File: src/netaddr_pkg.sv
`default_nettype none
package netaddr_pkg;
  // ***************************************************
  // timing
  // ***************************************************
  localparam int CLK_PS   = 5000;
  localparam int T_RST_US = 120;
  localparam int T_PDH_US = 15;
  localparam int T_PDL_US = 60;
  localparam int US_PS    = 1000000;
  localparam int RST_CYC  = (T_RST_US*US_PS+CLK_PS-1)/CLK_PS;
  localparam int PDH_CYC  = (T_PDH_US*US_PS+CLK_PS-1)/CLK_PS;
  localparam int PDL_CYC  = (T_PDL_US*US_PS+CLK_PS-1)/CLK_PS;
  localparam int CNT_W    = 16;

  // ***************************************************
  // registers and fields
  // ***************************************************
  localparam logic [7:0] EE_CTRL_ADDR = 8'h07;
  localparam logic [7:0] FEAT_ADDR    = 8'h08;
  localparam int BUSY_BIT  = 7;
  localparam int ARM_BIT   = 6;
  localparam int BLK1_BIT  = 1;
  localparam int BLK0_BIT  = 0;
  localparam int PS_BIT    = 7;
  localparam int PIO_BIT   = 6;
  localparam int SEL_BIT   = 5;
  localparam int OPSEL_DEF = 4;
  localparam int SWAP_ENABLE_DEF  = 3;
  localparam logic [3:0] EE_BLK0_HI = 4'h2;
  localparam logic [3:0] EE_BLK1_HI = 4'h3;

  // ***************************************************
  // address-level opcodes
  // ***************************************************
  localparam logic [7:0] OP_READ0  = 8'h33;
  localparam logic [7:0] OP_READ1  = 8'h39;
  localparam logic [7:0] OP_MATCH  = 8'h55;
  localparam logic [7:0] OP_SKIP   = 8'hcc;
  localparam logic [7:0] OP_SEARCH = 8'hf0;
  localparam logic [7:0] OP_SWAP   = 8'haa;
  localparam int ADDR_BITS = 64;
  // arbitrary family value, not tied to any part
  localparam logic [7:0] FAMILY = 8'h5a;

  typedef struct packed {
    logic rx_valid;   // master write slot done
    logic rx_bit;     // value master wrote
    logic tx_taken;   // master read slot done
    logic read_slot;  // read slot in progress
  } slot_evt_t;

  typedef struct packed {
    logic       wr;
    logic [7:0] addr;
    logic [7:0] data;
  } reg_req_t;

  // crc over 56 bits, lsb first, x8+x5+x4+1
  function automatic logic [7:0] crc56(input logic [55:0] d);
    logic [7:0] c;
    logic       fb;
    c = 8'h00;
    for (int i = 0; i < 56; i++) begin
      fb = c[0] ^ d[i];
      c  = {1'b0, c[7:1]} ^ (fb ? 8'h8c : 8'h00);
    end
    return c;
  endfunction

  function automatic logic is_ee(input logic [7:0] a);
    return a[7:4] == EE_BLK0_HI || a[7:4] == EE_BLK1_HI;
  endfunction
endpackage
`default_nettype wire

File: src/netaddr_slave.sv
`timescale 1ns/1ps
`default_nettype none
module netaddr_slave #(
  parameter int          RST_LEN = netaddr_pkg::RST_CYC,
  parameter int          PDH_LEN = netaddr_pkg::PDH_CYC,
  parameter int          PDL_LEN = netaddr_pkg::PDL_CYC,
  parameter logic [47:0] SERIAL  = 48'h0000_0000_0001
) (
  // clock and reset
  input  wire logic                   clk,
  input  wire logic                   rst_n,
  input  wire logic                   ce,
  // shared data line, open drain
  input  wire logic                   dq_in,
  output logic                        dq_out,
  output logic                        dq_oe,
  // bit slot layer
  input  wire netaddr_pkg::slot_evt_t slot,
  output logic                        tx_bit,
  output logic                        func_phase,
  // register access from function layer
  input  wire netaddr_pkg::reg_req_t  rreq,
  output logic [7:0]                  reg_rdata,
  // eeprom write, copy, lock, recall
  input  wire logic                   mem_wr_req,
  input  wire logic [7:0]             mem_wr_addr,
  output logic                        mem_wr_ok,
  input  wire logic                   copy_start,
  input  wire logic [7:0]             copy_addr,
  input  wire logic                   copy_done,
  output logic                        copy_accept,
  input  wire logic                   lock_cmd,
  input  wire logic [7:0]             lock_addr,
  input  wire logic                   recall_status,
  input  wire logic [7:0]             status_default,
  // pack pins
  input  wire logic                   power_switch_sense,
  output logic                        pio_out,
  output logic                        power_enable,
  output logic                        sleep_req
);
  import netaddr_pkg::*;

  localparam logic [63:0] ADDR =
    {crc56({SERIAL, FAMILY}), SERIAL, FAMILY};

  typedef enum logic [3:0] {
    S_WAIT, S_PRES, S_CMD, S_READ, S_MATCH, S_SEARCH,
    S_SWAPP, S_FUNC, S_IGN
  } st_t;

  st_t              st_reg;
  logic [CNT_W-1:0] low_cnt_reg;
  logic [CNT_W-1:0] pres_cnt_reg;
  logic [1:0]       pres_ph_reg;
  logic [7:0]       cmd_reg;
  logic [6:0]       bit_cnt_reg;
  logic [1:0]       srch_ph_reg;
  logic [1:0]       blk_reg;
  logic [7:0]       read_op;
  logic             rst_seen_reg, bus_rst, miss_reg, dq_prev_reg;
  logic             is_swap_reg, busy_reg, arm_reg, opsel_reg;
  logic             swap_enable_reg, sel_reg, cur_bit, lock_go, addr_last;

  assign cur_bit   = ADDR[bit_cnt_reg[5:0]];
  assign addr_last = bit_cnt_reg == 7'(ADDR_BITS - 1);
  assign read_op   = opsel_reg ? OP_READ1 : OP_READ0;

  // ***************************************************
  // reset pulse and presence
  // ***************************************************
  // a low held past the limit ends any transaction
  assign bus_rst = ce && !dq_in && low_cnt_reg == CNT_W'(RST_LEN - 1);

  always_ff @(posedge clk or negedge rst_n) begin
    if (!rst_n) begin
      low_cnt_reg  <= '0;
      rst_seen_reg <= 1'b0;
    end else if (ce) begin
      if (dq_in) begin
        low_cnt_reg  <= '0;
        rst_seen_reg <= 1'b0;
      end else if (!rst_seen_reg) begin
        low_cnt_reg <= low_cnt_reg + 1'b1;
        if (bus_rst)
          rst_seen_reg <= 1'b1;
      end
    end
  end

  // presence: wait after release, then pull low
  always_ff @(posedge clk or negedge rst_n) begin
    if (!rst_n) begin
      pres_cnt_reg <= '0;
      pres_ph_reg  <= 2'd0;
    end else if (ce) begin
      if (rst_seen_reg && dq_in) begin
        pres_ph_reg  <= 2'd1;
        pres_cnt_reg <= '0;
      end else if (pres_ph_reg != 2'd0) begin
        pres_cnt_reg <= pres_cnt_reg + 1'b1;
        if (pres_ph_reg == 2'd1 &&
            pres_cnt_reg == CNT_W'(PDH_LEN - 1)) begin
          pres_ph_reg  <= 2'd2;
          pres_cnt_reg <= '0;
        end else if (pres_ph_reg == 2'd2 &&
                     pres_cnt_reg == CNT_W'(PDL_LEN - 1))
          pres_ph_reg <= 2'd0;
      end
    end
  end

  // open drain: only ever pull low, never drive high
  assign dq_out = 1'b0;
  assign dq_oe  = (pres_ph_reg == 2'd2) ||
                  (slot.read_slot && !tx_bit &&
                   (st_reg == S_READ || st_reg == S_SEARCH));

  // ***************************************************
  // address command sequencer
  // ***************************************************
  // crc byte is sent and matched like any address bit; no crc is computed on received bits
  always_ff @(posedge clk or negedge rst_n) begin
    if (!rst_n) begin
      st_reg      <= S_WAIT;
      cmd_reg     <= '0;
      bit_cnt_reg <= '0;
      srch_ph_reg <= 2'd0;
      miss_reg    <= 1'b0;
      is_swap_reg <= 1'b0;
    end else if (ce) begin
      if (bus_rst) begin
        st_reg <= S_PRES;
      end else begin
        unique case (st_reg)
          S_PRES: begin
            if (pres_ph_reg == 2'd2 && pres_cnt_reg ==
                CNT_W'(PDL_LEN - 1)) begin
              st_reg      <= S_CMD;
              bit_cnt_reg <= '0;
            end
          end
          S_CMD: begin
            if (slot.rx_valid) begin
              cmd_reg     <= {slot.rx_bit, cmd_reg[7:1]};
              bit_cnt_reg <= bit_cnt_reg + 1'b1;
              if (bit_cnt_reg == 7'd7) begin
                bit_cnt_reg <= '0;
                srch_ph_reg <= 2'd0;
                miss_reg    <= 1'b0;
                unique case ({slot.rx_bit, cmd_reg[7:1]})
                  read_op:   st_reg <= S_READ;
                  OP_MATCH:  begin
                    st_reg      <= S_MATCH;
                    is_swap_reg <= 1'b0;
                  end
                  OP_SKIP:   st_reg <= S_FUNC;
                  OP_SEARCH: st_reg <= S_SEARCH;
                  OP_SWAP:   begin
                    st_reg <= swap_enable_reg ? S_MATCH : S_IGN;
                    is_swap_reg <= 1'b1;
                  end
                  default:   st_reg <= S_IGN;
                endcase
              end
            end
          end
          S_READ: begin
            if (slot.tx_taken) begin
              bit_cnt_reg <= bit_cnt_reg + 1'b1;
              if (addr_last)
                st_reg <= S_FUNC;
            end
          end
          S_MATCH: begin
            if (slot.rx_valid) begin
              bit_cnt_reg <= bit_cnt_reg + 1'b1;
              if (slot.rx_bit != cur_bit)
                miss_reg <= 1'b1;
              if (addr_last) begin
                if (is_swap_reg)
                  st_reg <= S_SWAPP;
                else if (miss_reg || slot.rx_bit != cur_bit)
                  st_reg <= S_IGN;
                else
                  st_reg <= S_FUNC;
              end
            end
          end
          S_SEARCH: begin
            if (srch_ph_reg != 2'd2 && slot.tx_taken)
              srch_ph_reg <= srch_ph_reg + 1'b1;
            else if (srch_ph_reg == 2'd2 && slot.rx_valid) begin
              srch_ph_reg <= 2'd0;
              bit_cnt_reg <= bit_cnt_reg + 1'b1;
              if (slot.rx_bit != cur_bit)
                st_reg <= S_IGN;
              else if (addr_last)
                st_reg <= S_FUNC;
            end
          end
          S_SWAPP: begin
            if (dq_in && !dq_prev_reg)
              st_reg <= S_IGN;
          end
          S_WAIT, S_FUNC, S_IGN: ;
        endcase
      end
    end
  end

  // search sends bit then complement; read sends bit
  always_ff @(posedge clk or negedge rst_n) begin
    if (!rst_n)
      tx_bit <= 1'b1;
    else if (ce)
      tx_bit <= (st_reg == S_SEARCH && srch_ph_reg == 2'd1) ?
                !cur_bit : cur_bit;
  end

  assign func_phase = st_reg == S_FUNC;

  // ***************************************************
  // swap power sequencing
  // ***************************************************
  // break before make: everyone drops on the fall
  always_ff @(posedge clk or negedge rst_n) begin
    if (!rst_n) begin
      dq_prev_reg  <= 1'b1;
      power_enable <= 1'b1;
      sel_reg      <= 1'b0;
      sleep_req    <= 1'b0;
    end else if (ce) begin
      dq_prev_reg <= dq_in;
      if (bus_rst)
        sleep_req <= 1'b0;
      if (st_reg == S_SWAPP) begin
        if (!dq_in && dq_prev_reg)
          power_enable <= 1'b0;
        else if (dq_in && !dq_prev_reg) begin
          power_enable <= !miss_reg;
          sel_reg      <= !miss_reg;
          sleep_req    <= miss_reg;
        end
      end
    end
  end

  // ***************************************************
  // eeprom control: copy, lock, write gating
  // ***************************************************
  assign copy_accept = copy_start && is_ee(copy_addr) &&
                       !busy_reg && !blk_reg[copy_addr[4]];
  assign lock_go     = lock_cmd && arm_reg && is_ee(lock_addr);
  // busy or locked blocks refuse eeprom writes only
  assign mem_wr_ok   = mem_wr_req && !(is_ee(mem_wr_addr) &&
                       (busy_reg || blk_reg[mem_wr_addr[4]]));

  // a new copy in the done cycle is refused while busy is set, so busy clears
  always_ff @(posedge clk or negedge rst_n) begin
    if (!rst_n)
      busy_reg <= 1'b0;
    else if (ce) begin
      if (copy_accept)
        busy_reg <= 1'b1;
      else if (copy_done)
        busy_reg <= 1'b0;
    end
  end

  // lock flags never clear once set
  always_ff @(posedge clk or negedge rst_n) begin
    if (!rst_n) begin
      arm_reg <= 1'b0;
      blk_reg <= 2'b00;
    end else if (ce) begin
      if (lock_go) begin
        blk_reg[lock_addr[4]] <= 1'b1;
        arm_reg <= 1'b0;
      end else if (rreq.wr && rreq.addr == EE_CTRL_ADDR)
        arm_reg <= rreq.data[ARM_BIT];
    end
  end

  // status bits load from eeprom defaults only
  always_ff @(posedge clk or negedge rst_n) begin
    if (!rst_n) begin
      opsel_reg <= 1'b0;
      swap_enable_reg  <= 1'b0;
    end else if (ce && recall_status) begin
      opsel_reg <= status_default[OPSEL_DEF];
      swap_enable_reg  <= status_default[SWAP_ENABLE_DEF];
    end
  end

  // programmable pin is the one writable feature bit
  always_ff @(posedge clk or negedge rst_n) begin
    if (!rst_n)
      pio_out <= 1'b0;
    else if (ce && rreq.wr && rreq.addr == FEAT_ADDR)
      pio_out <= rreq.data[PIO_BIT];
  end

  // ***************************************************
  // register read
  // ***************************************************
  always_ff @(posedge clk or negedge rst_n) begin
    if (!rst_n)
      reg_rdata <= 8'h00;
    else if (ce) begin
      reg_rdata <= 8'h00;
      if (rreq.addr == EE_CTRL_ADDR) begin
        reg_rdata[BUSY_BIT] <= busy_reg;
        reg_rdata[ARM_BIT]  <= arm_reg;
        reg_rdata[BLK1_BIT] <= blk_reg[1];
        reg_rdata[BLK0_BIT] <= blk_reg[0];
      end else if (rreq.addr == FEAT_ADDR) begin
        reg_rdata[PS_BIT]  <= power_switch_sense;
        reg_rdata[PIO_BIT] <= pio_out;
        reg_rdata[SEL_BIT] <= sel_reg;
      end
    end
  end
endmodule
`default_nettype wire

File: config.mk
export PLATFORM = sky130hd
export DESIGN_NAME = netaddr_slave
export DESIGN_NICKNAME = d
export VERILOG_FILES = /design/src/netaddr_pkg.sv /design/src/netaddr_slave.sv
export SDC_FILE = /design/constraint.sdc
export NUM_CORES = 1
export LEC_CHECK = 0
export ABC_AREA = 1
export BUFFER_PORTS_ARGS = -buffer_cell sky130_fd_sc_hd__buf_2
export CAP_MARGIN = 20
export CORE_ASPECT_RATIO = 0.6
export CORE_MARGIN = 4
export CORE_UTILIZATION = 60
export DETAILED_ROUTE_END_ITERATION = 16
export PLACE_DENSITY = 0.95
export RECOVER_POWER = 100
export SLEW_MARGIN = 5
export SYNTH_ARGS = -nofsm -noshare
export SYNTH_HDL_FRONTEND = slang
export SYNTH_SLANG_ARGS = --single-unit
File: constraint.sdc
create_clock -name clk -period 2.7 [get_ports clk]
set_input_delay 0.135 -clock clk [delete_from_list [all_inputs] [get_ports clk]]
set_output_delay 0.135 -clock clk [all_outputs]
set_load 0.1 [all_outputs]
==> results.toml, run 1 <==
[floorplanning]
start_util_pct = 63.1
fp.dieW_um = 122
dieHeight_um = 76.4
die_area_um2 = 9320
io_pins = 80
rows = 24
core_um2 = 7420

[timing]
rsz0062_at_grt = "no"
finalSetupViolCount = 0
max_freq_mhz = 445
clock_skew_ns = 0.00650
hold_viol_final = 0
tns_ns = 0
whs_ns = 0.0530
min_period_ns = 2.25
finalCritPeriodShare_pct = 83.3
relSlewSlack_pct = 20.9
slew_violations = 0
worstMarginPinSlew_ns = 1.19
setup_slack_ns = 0.450

[power]
p_switching_uw = 766
power_uw = 2710
p_leak_uw = 0.00265
combPwrFrac_pct = 12.0
clockPowerShare_pct = 41.9
irDropWorstVdd_v = 0.000380
power.share.sequential_pct = 46.1
internal_power_uw = 1950
sw_frac_of_total_pct = 28.2
power_density_nw_per_um2 = 512

[finish]
nets = 779
nFillCells = 580
mostFrequentLayoutCells = "148 x nand2_1, 92 x nor2_1, 87 x inv_1"
drive_above_1_share_pct = 12.6
final_common_cell = "nand2_1"
diodes = 0
area_delta_synth_final_pct = 13.3
fin_area_um2 = 5300

[logic_synthesis]
synth_xor_area_share_pct = 2.43
synthArstFlopShare_pct = 100
synth-seq-cells = 74
synth_flop_cell = "dfrtp_1"
synth_cell_types = 50
syn_area_per_cell_um2 = 7.19
synth_mux_area_share_pct = 0
synth_top_family_by_area = "simple AND/OR/NAND/NOR gates"
synth_edf_count = 0
synth_fa_ha_area_share_pct = 2.41
synth_area_um2 = 4680
netlist_instances = 651
synth_seq_area_share_pct = 39.7
synth_compound_gate_area_share_pct = 10.8
yosys_warnings = 0
synth-simple-area-share_pct = 35.7

[route]
antenna_left = 0
wl_met3_um = 1140
wl_met1_um = 5230
route.detailed.drc = 0
post_drt_via_cell_ratio = 5.84
drt-total-wl_um = 12400
route.met2.wl_um = 5770
dr.pass1.iters = 6
wl_per_cell_um = 15.2
maxUsedRoutingLayer = "met4"
first_iter_violations = 672
vias = 4763

[global_routing]
grt_first_pass_wirelength_um = 20400
overflow = 0
antenna_found_initial = 0
grt_usage_pct = 27.2
grt_max_degree = 62
grt_pass1_vias = 4380

[place]
dp_slack_ns = 0.717
gp_congestion = 0.934
portBuffers = 50
placed_area_um2 = 5050
dp_hpwl_um = 9040

[clocking]
cts_tree = "done"
clock_latency_ns = 0.34
numClockSinks = 74
cts_htree_levels = 3
cts_buffers = 9
root_buffer = "clkbuf_16"
clkTransAtPathRegs_ns = 0.06
post_cts.resized_instances = 0
cts_max_path_buffers = 2

[hold_path]
worstHoldPathCells = 3
holdCritPathClass = "in -> reg"

[worst_setup_path]
reg2reg_depth = 10
cp_max_fo = 19
worst_setup_path_start_kind = "input port"
arrival_ns = 2.48
cp_data_required_time_ns = 2.93
end_kind = "flip-flop"
critPathKind = "in -> reg"

[flow_run]
max_cap_viol_count = 0

[run_status]
status = "finished clean"
-- layer usage --
| layer | global-route usage, % | vias to the layer above |
|---|---|---|
| met5 | 0 | - |
| met4 | 8.17 | 0 |
| met3 | 8.16 | 35 |
| met2 | 41.7 | 256 |
| met1 | 37.0 | 2234 |
| li1 | - | 2238 |
-- through the flow --
step | util [%] | cells
floorplan | - | 654
global placement | 68.0 | 798
detailed placement | 68.0 | 798
CTS | 72.1 | 816
global route | 71.4 | 816
finish | 71.4 | 816
-- cell usage after synthesis, drive strengths merged, types with 3 or more instances --
cell   count  area share (%)
nand2    156              13
nor2     101             9.5
inv       95             7.6
dfrtp     71              38
nand3     52             5.6
o21ai     39             4.3
nand4     22             3.1
nor3      22             2.8
a21oi     20             2.5
buf        9             1.2
ha         9             2.4
xor2       9             1.7
nor4       6            0.80
a31oi      4            0.53
xnor2      4            0.75
dfstp      3             1.7
o21a       3            0.48
-- critical path: stages --
cell and delay (ns):
clkbuf_1 0.65, inv_1 0.41, nor3_1 0.34, nand4_1 0.16, nor3_2 0.26, inv_1 0.11, nand2_1 0.17, nor2_1 0.09
nand2_1 0.09, nand2_1 0.05
-- worst paths after layout --
| path | slack [ns] | to | startpoint |
|---|---|---|---|
| min in group asynchronous | 0.41 | opsel_reg | rst_n |
| setup reg to reg | 0.46 | bit_cnt_reg[2] | st_reg[2] |
| setup / recovery | 0.45 | st_reg[3] | ce |
| hold reg to reg | 0.49 | reg_rdata[6] | reg_rdata[6] |
| max in group asynchronous | 1.46 | power_enable | rst_n |
| hold / removal | 0.05 | opsel_reg | status_default[4] |
-- power by group through the flow --
stage                     Combinational [uW]  Clock (uW)  Sequential, uW
final                                    325        1140            1250
after global routing                     358        1200            1260
after CTS                                325        1150            1250
after detailed placement                 318           0            1270
after global placement                   299           0            1260
after floorplan                          197           0            1280
-- repair_timing --
action	CTS	global route
hold endpoints to repair	14	0
setup endpoints to repair	0	0
hold buffers	2	0
setup buffers	0	0
-- area by class of cell --
class	instances	area, um2	area share [%]
multi-input cells	474	2400	45.3
flip-flops and latches	74	1860	35.0
inverters	95	357	6.73
repair buffers	53	274	5.17
clock buffers	12	256	4.84
well taps	104	130	2.46
clock inverters	4	26.3	0.496
-- kinds of logic (layout without fill, tap and decap cells) --
| group | after synthesis | in the layout |
|---|---|---|
| other | 1 | 4 |
| and+or+nand+nor | 364 | 364 |
| AOI/OAI and AO/OA | 84 | 84 |
| xor gates and xnor gates | 13 | 13 |
| DFF | 74 | 74 |
| adders and majority gates | 9 | 9 |
| buffers and inverters | 106 | 164 |
Power figures use the tool's default switching activity.
==> inputs of run 2 (changes only) <==
- ABC_AREA: 1 -> 0
- CORE_UTILIZATION: 60 -> 51
- PLACE_DENSITY: 0.95 -> 0.88
- clock period: 2.7 -> 1.97 ns (I/O delays scaled with it)
==> results.toml, run 2 <==
[run_status]
status = "finished with violations"
violations = "negative setup slack"

[finish]
drive_above_1_share_pct = 33.1
area_delta_synth_final_pct = 39.0
nets = 707
diodes = 0
fin_cells = 748
fin_util_pct = 75.2
mostFrequentLayoutCells = "86 x buf_4, 69 x dfrtp_1, 60 x nor2_1"
final_common_cell = "buf_4"
nFillCells = 558

[timing]
slew_violations = 0
relSlewSlack_pct = 22.1
clock_skew_ns = 0.00402
finalSetupViolCount = 23
setup_slack_ns = -0.389
finalCritPeriodShare_pct = 120
rsz0062_at_grt = "yes"
min_period_ns = 2.36
max_freq_mhz = 424
worstMarginPinSlew_ns = 1.17
hold_viol_final = 0

[logic_synthesis]
synth_area_leaders = "dfrtp_1 40%, nor2_1 5.4%, o21ai_0 4.1%"
yosys.area.top_type = "dfrtp_1"
synth_compound_gate_area_share_pct = 14.6
synth_cell_types = 62
syn_area_per_cell_um2 = 8.99
yosys_warnings = 0
synth_edf_count = 0
synth-simple-area-share_pct = 27.1
synth_common_cells = "71 x dfrtp_1, 63 x nor2_1, 42 x nand2_1, 36 x o21ai_0, 22 x inv_1"
synth_mux_area_share_pct = 4.75
synthDominantCellAreaShare_pct = 40.4
netlist_instances = 489
synth_top_family_by_area = "simple AND/OR/NAND/NOR gates"
synth_seq_area_share_pct = 42.2
synth_fa_ha_area_share_pct = 2.56
synth_area_um2 = 4400
synth_xor_area_share_pct = 4.58
synthArstFlopShare_pct = 100
synth-seq-cells = 74
synth_most_common_cell = "dfrtp_1"
synth_flop_cell = "dfrtp_1"

[place]
gp_congestion = 0.968
dp_hpwl_um = 9330
placed_cells = 711
portBuffers = 50

[power]
power_density_nw_per_um2 = 702
p_leak_uw = 0.00276
power_uw = 4290
irDropWorstVdd_v = 0.000510

[floorplanning]
io_pins = 80
fp.dieW_um = 128
start_util_pct = 54.1
dieHeight_um = 79.9
core_um2 = 8130
die_area_um2 = 10200
rows = 25

[worst_setup_path]
path_delay_family = "simple AND/OR/NAND/NOR gates"
cp_max_fo = 5
cp_data_required_time_ns = 2.21
end_kind = "flip-flop"
startpoint = "srch_ph_reg[0]"
slowest_delay_ns = 0.43
arrival_ns = 2.60
worst_setup_path_start_kind = "flip-flop"
critPathKind = "reg -> reg"
cpMaxStageDelayCell = "or3b_4"
crit_chain = "inv_1 > ha_1 > nand2b_1 > nand3b_1 > a2111oi_1 > or3b_4 > or2_4 > o31ai_2"
r2r-start = "srch_ph_reg[0]"
crit_buf_inv = 1

[flow_run]
max_cap_viol_count = 0

[route]
first_iter_violations = 513
wl_per_cell_um = 18.6
antenna_left = 0
dr.pass1.iters = 5
vias = 4543
post_drt_via_cell_ratio = 6.07
route.detailed.drc = 0
drt-total-wl_um = 13900

[clocking]
cts_max_path_buffers = 2
root_buffer = "clkbuf_16"
numClockSinks = 74
cts_tree = "done"
cts_htree_levels = 3
clock_latency_ns = 0.33
cts_buffers = 9
clkTransAtPathRegs_ns = 0.06

[global_routing]
grt_max_degree = 29
grt_first_pass_wirelength_um = 20700
grt_usage_pct = 25.7
antenna_found_initial = 0
grt_pass1_vias = 4132
overflow = 0

[hold_path]
holdCritStartpoint = "status_default[4]"
holdCritPathClass = "in -> reg"
-- run 2: changes by cell type after synthesis, moves of 9 or more --
cell	previous run	this run
inv_2	9	0
mux2_2	0	15
xnor2_1	4	15
clkbuf_1	2	13
nand2b_1	0	11
inv_1	86	22
nand2_1	146	42
nand3_1	52	20
a21oi_1	18	8
nand2_2	9	0
nor2_1	89	63
-- run 2: metrics by stage --
step           cell area (um2)  setup slack [ns]  setup TNS (ns)  hold WS (ns)
2_1_floorplan             4430            -0.299           -1.64        -0.197
6_report                  6110            -0.389           -3.07        0.0117
4_1_cts                   5900            -0.317           -2.90       0.00553
3_3_place_gp              5360            -0.260           -2.56         0.168
5_1_grt                   6110            -0.491           -6.04       0.00833
3_5_place_dp              5360            -0.345           -3.25         0.179
-- run 2: final cells by class --
class / instances / area (um2) / share of cell area [%]
flip-flops and latches: 74 / 1860 / 30.4
well taps: 108 / 135 / 2.21
clock buffers: 10 / 229 / 3.75
inverters: 22 / 82.6 / 1.35
clock inverters: 6 / 90.1 / 1.47
multi-input cells: 376 / 2690 / 44.0
repair buffers: 152 / 1030 / 16.8
-- run 2: final timing paths --
check | to | slack (ns) | depth (start not counted)
setup / recovery | bit_cnt_reg[3] | -0.39 | 8
hold / removal | opsel_reg | 0.01 | 2
setup reg to reg | bit_cnt_reg[3] | -0.39 | 8
hold reg to reg | bit_cnt_reg[6] | 0.49 | 2
max in group asynchronous | st_reg[2] | 0.41 | 3
min in group asynchronous | st_reg[3] | 0.34 | 2
-- run 2: metal layers --
| metal | up-vias | routed length, um | GRT usage [%] |
|---|---|---|---|
| li1 | 2055 | - | - |
| met1 | 2180 | 5890 | 36.2 |
| met2 | 262 | 6260 | 39.2 |
| met3 | 46 | 1360 | 6.35 |
| met4 | 0 | 377 | 7.73 |
| met5 | - | 0 | 0 |
-- run 2: repair_timing --
action	4_1_cts	5_1_grt
hold endpoints to repair	25	0
cloned	1	0
gates resized for setup	28	53
setup endpoints to repair	21	39
pin swaps	5	8
setup buffers	8	11
hold buffers	3	0
-- run 2: logic make-up after synthesis --
logic type,after synthesis
AND/OR/NAND/NOR,227
AO/OA/AOI/OAI,94
flip-flops,74
buffers and inverters,42
XOR/XNOR,23
multiplexers,19
adder cells (fa/ha/maj),9
other,1
-- run 2: power by group --
| group | switching [uW] | internal, uW |
|---|---|---|
| clock network | 636 | 1110 |
| logic | 533 | 326 |
| registers | 85.7 | 1600 |
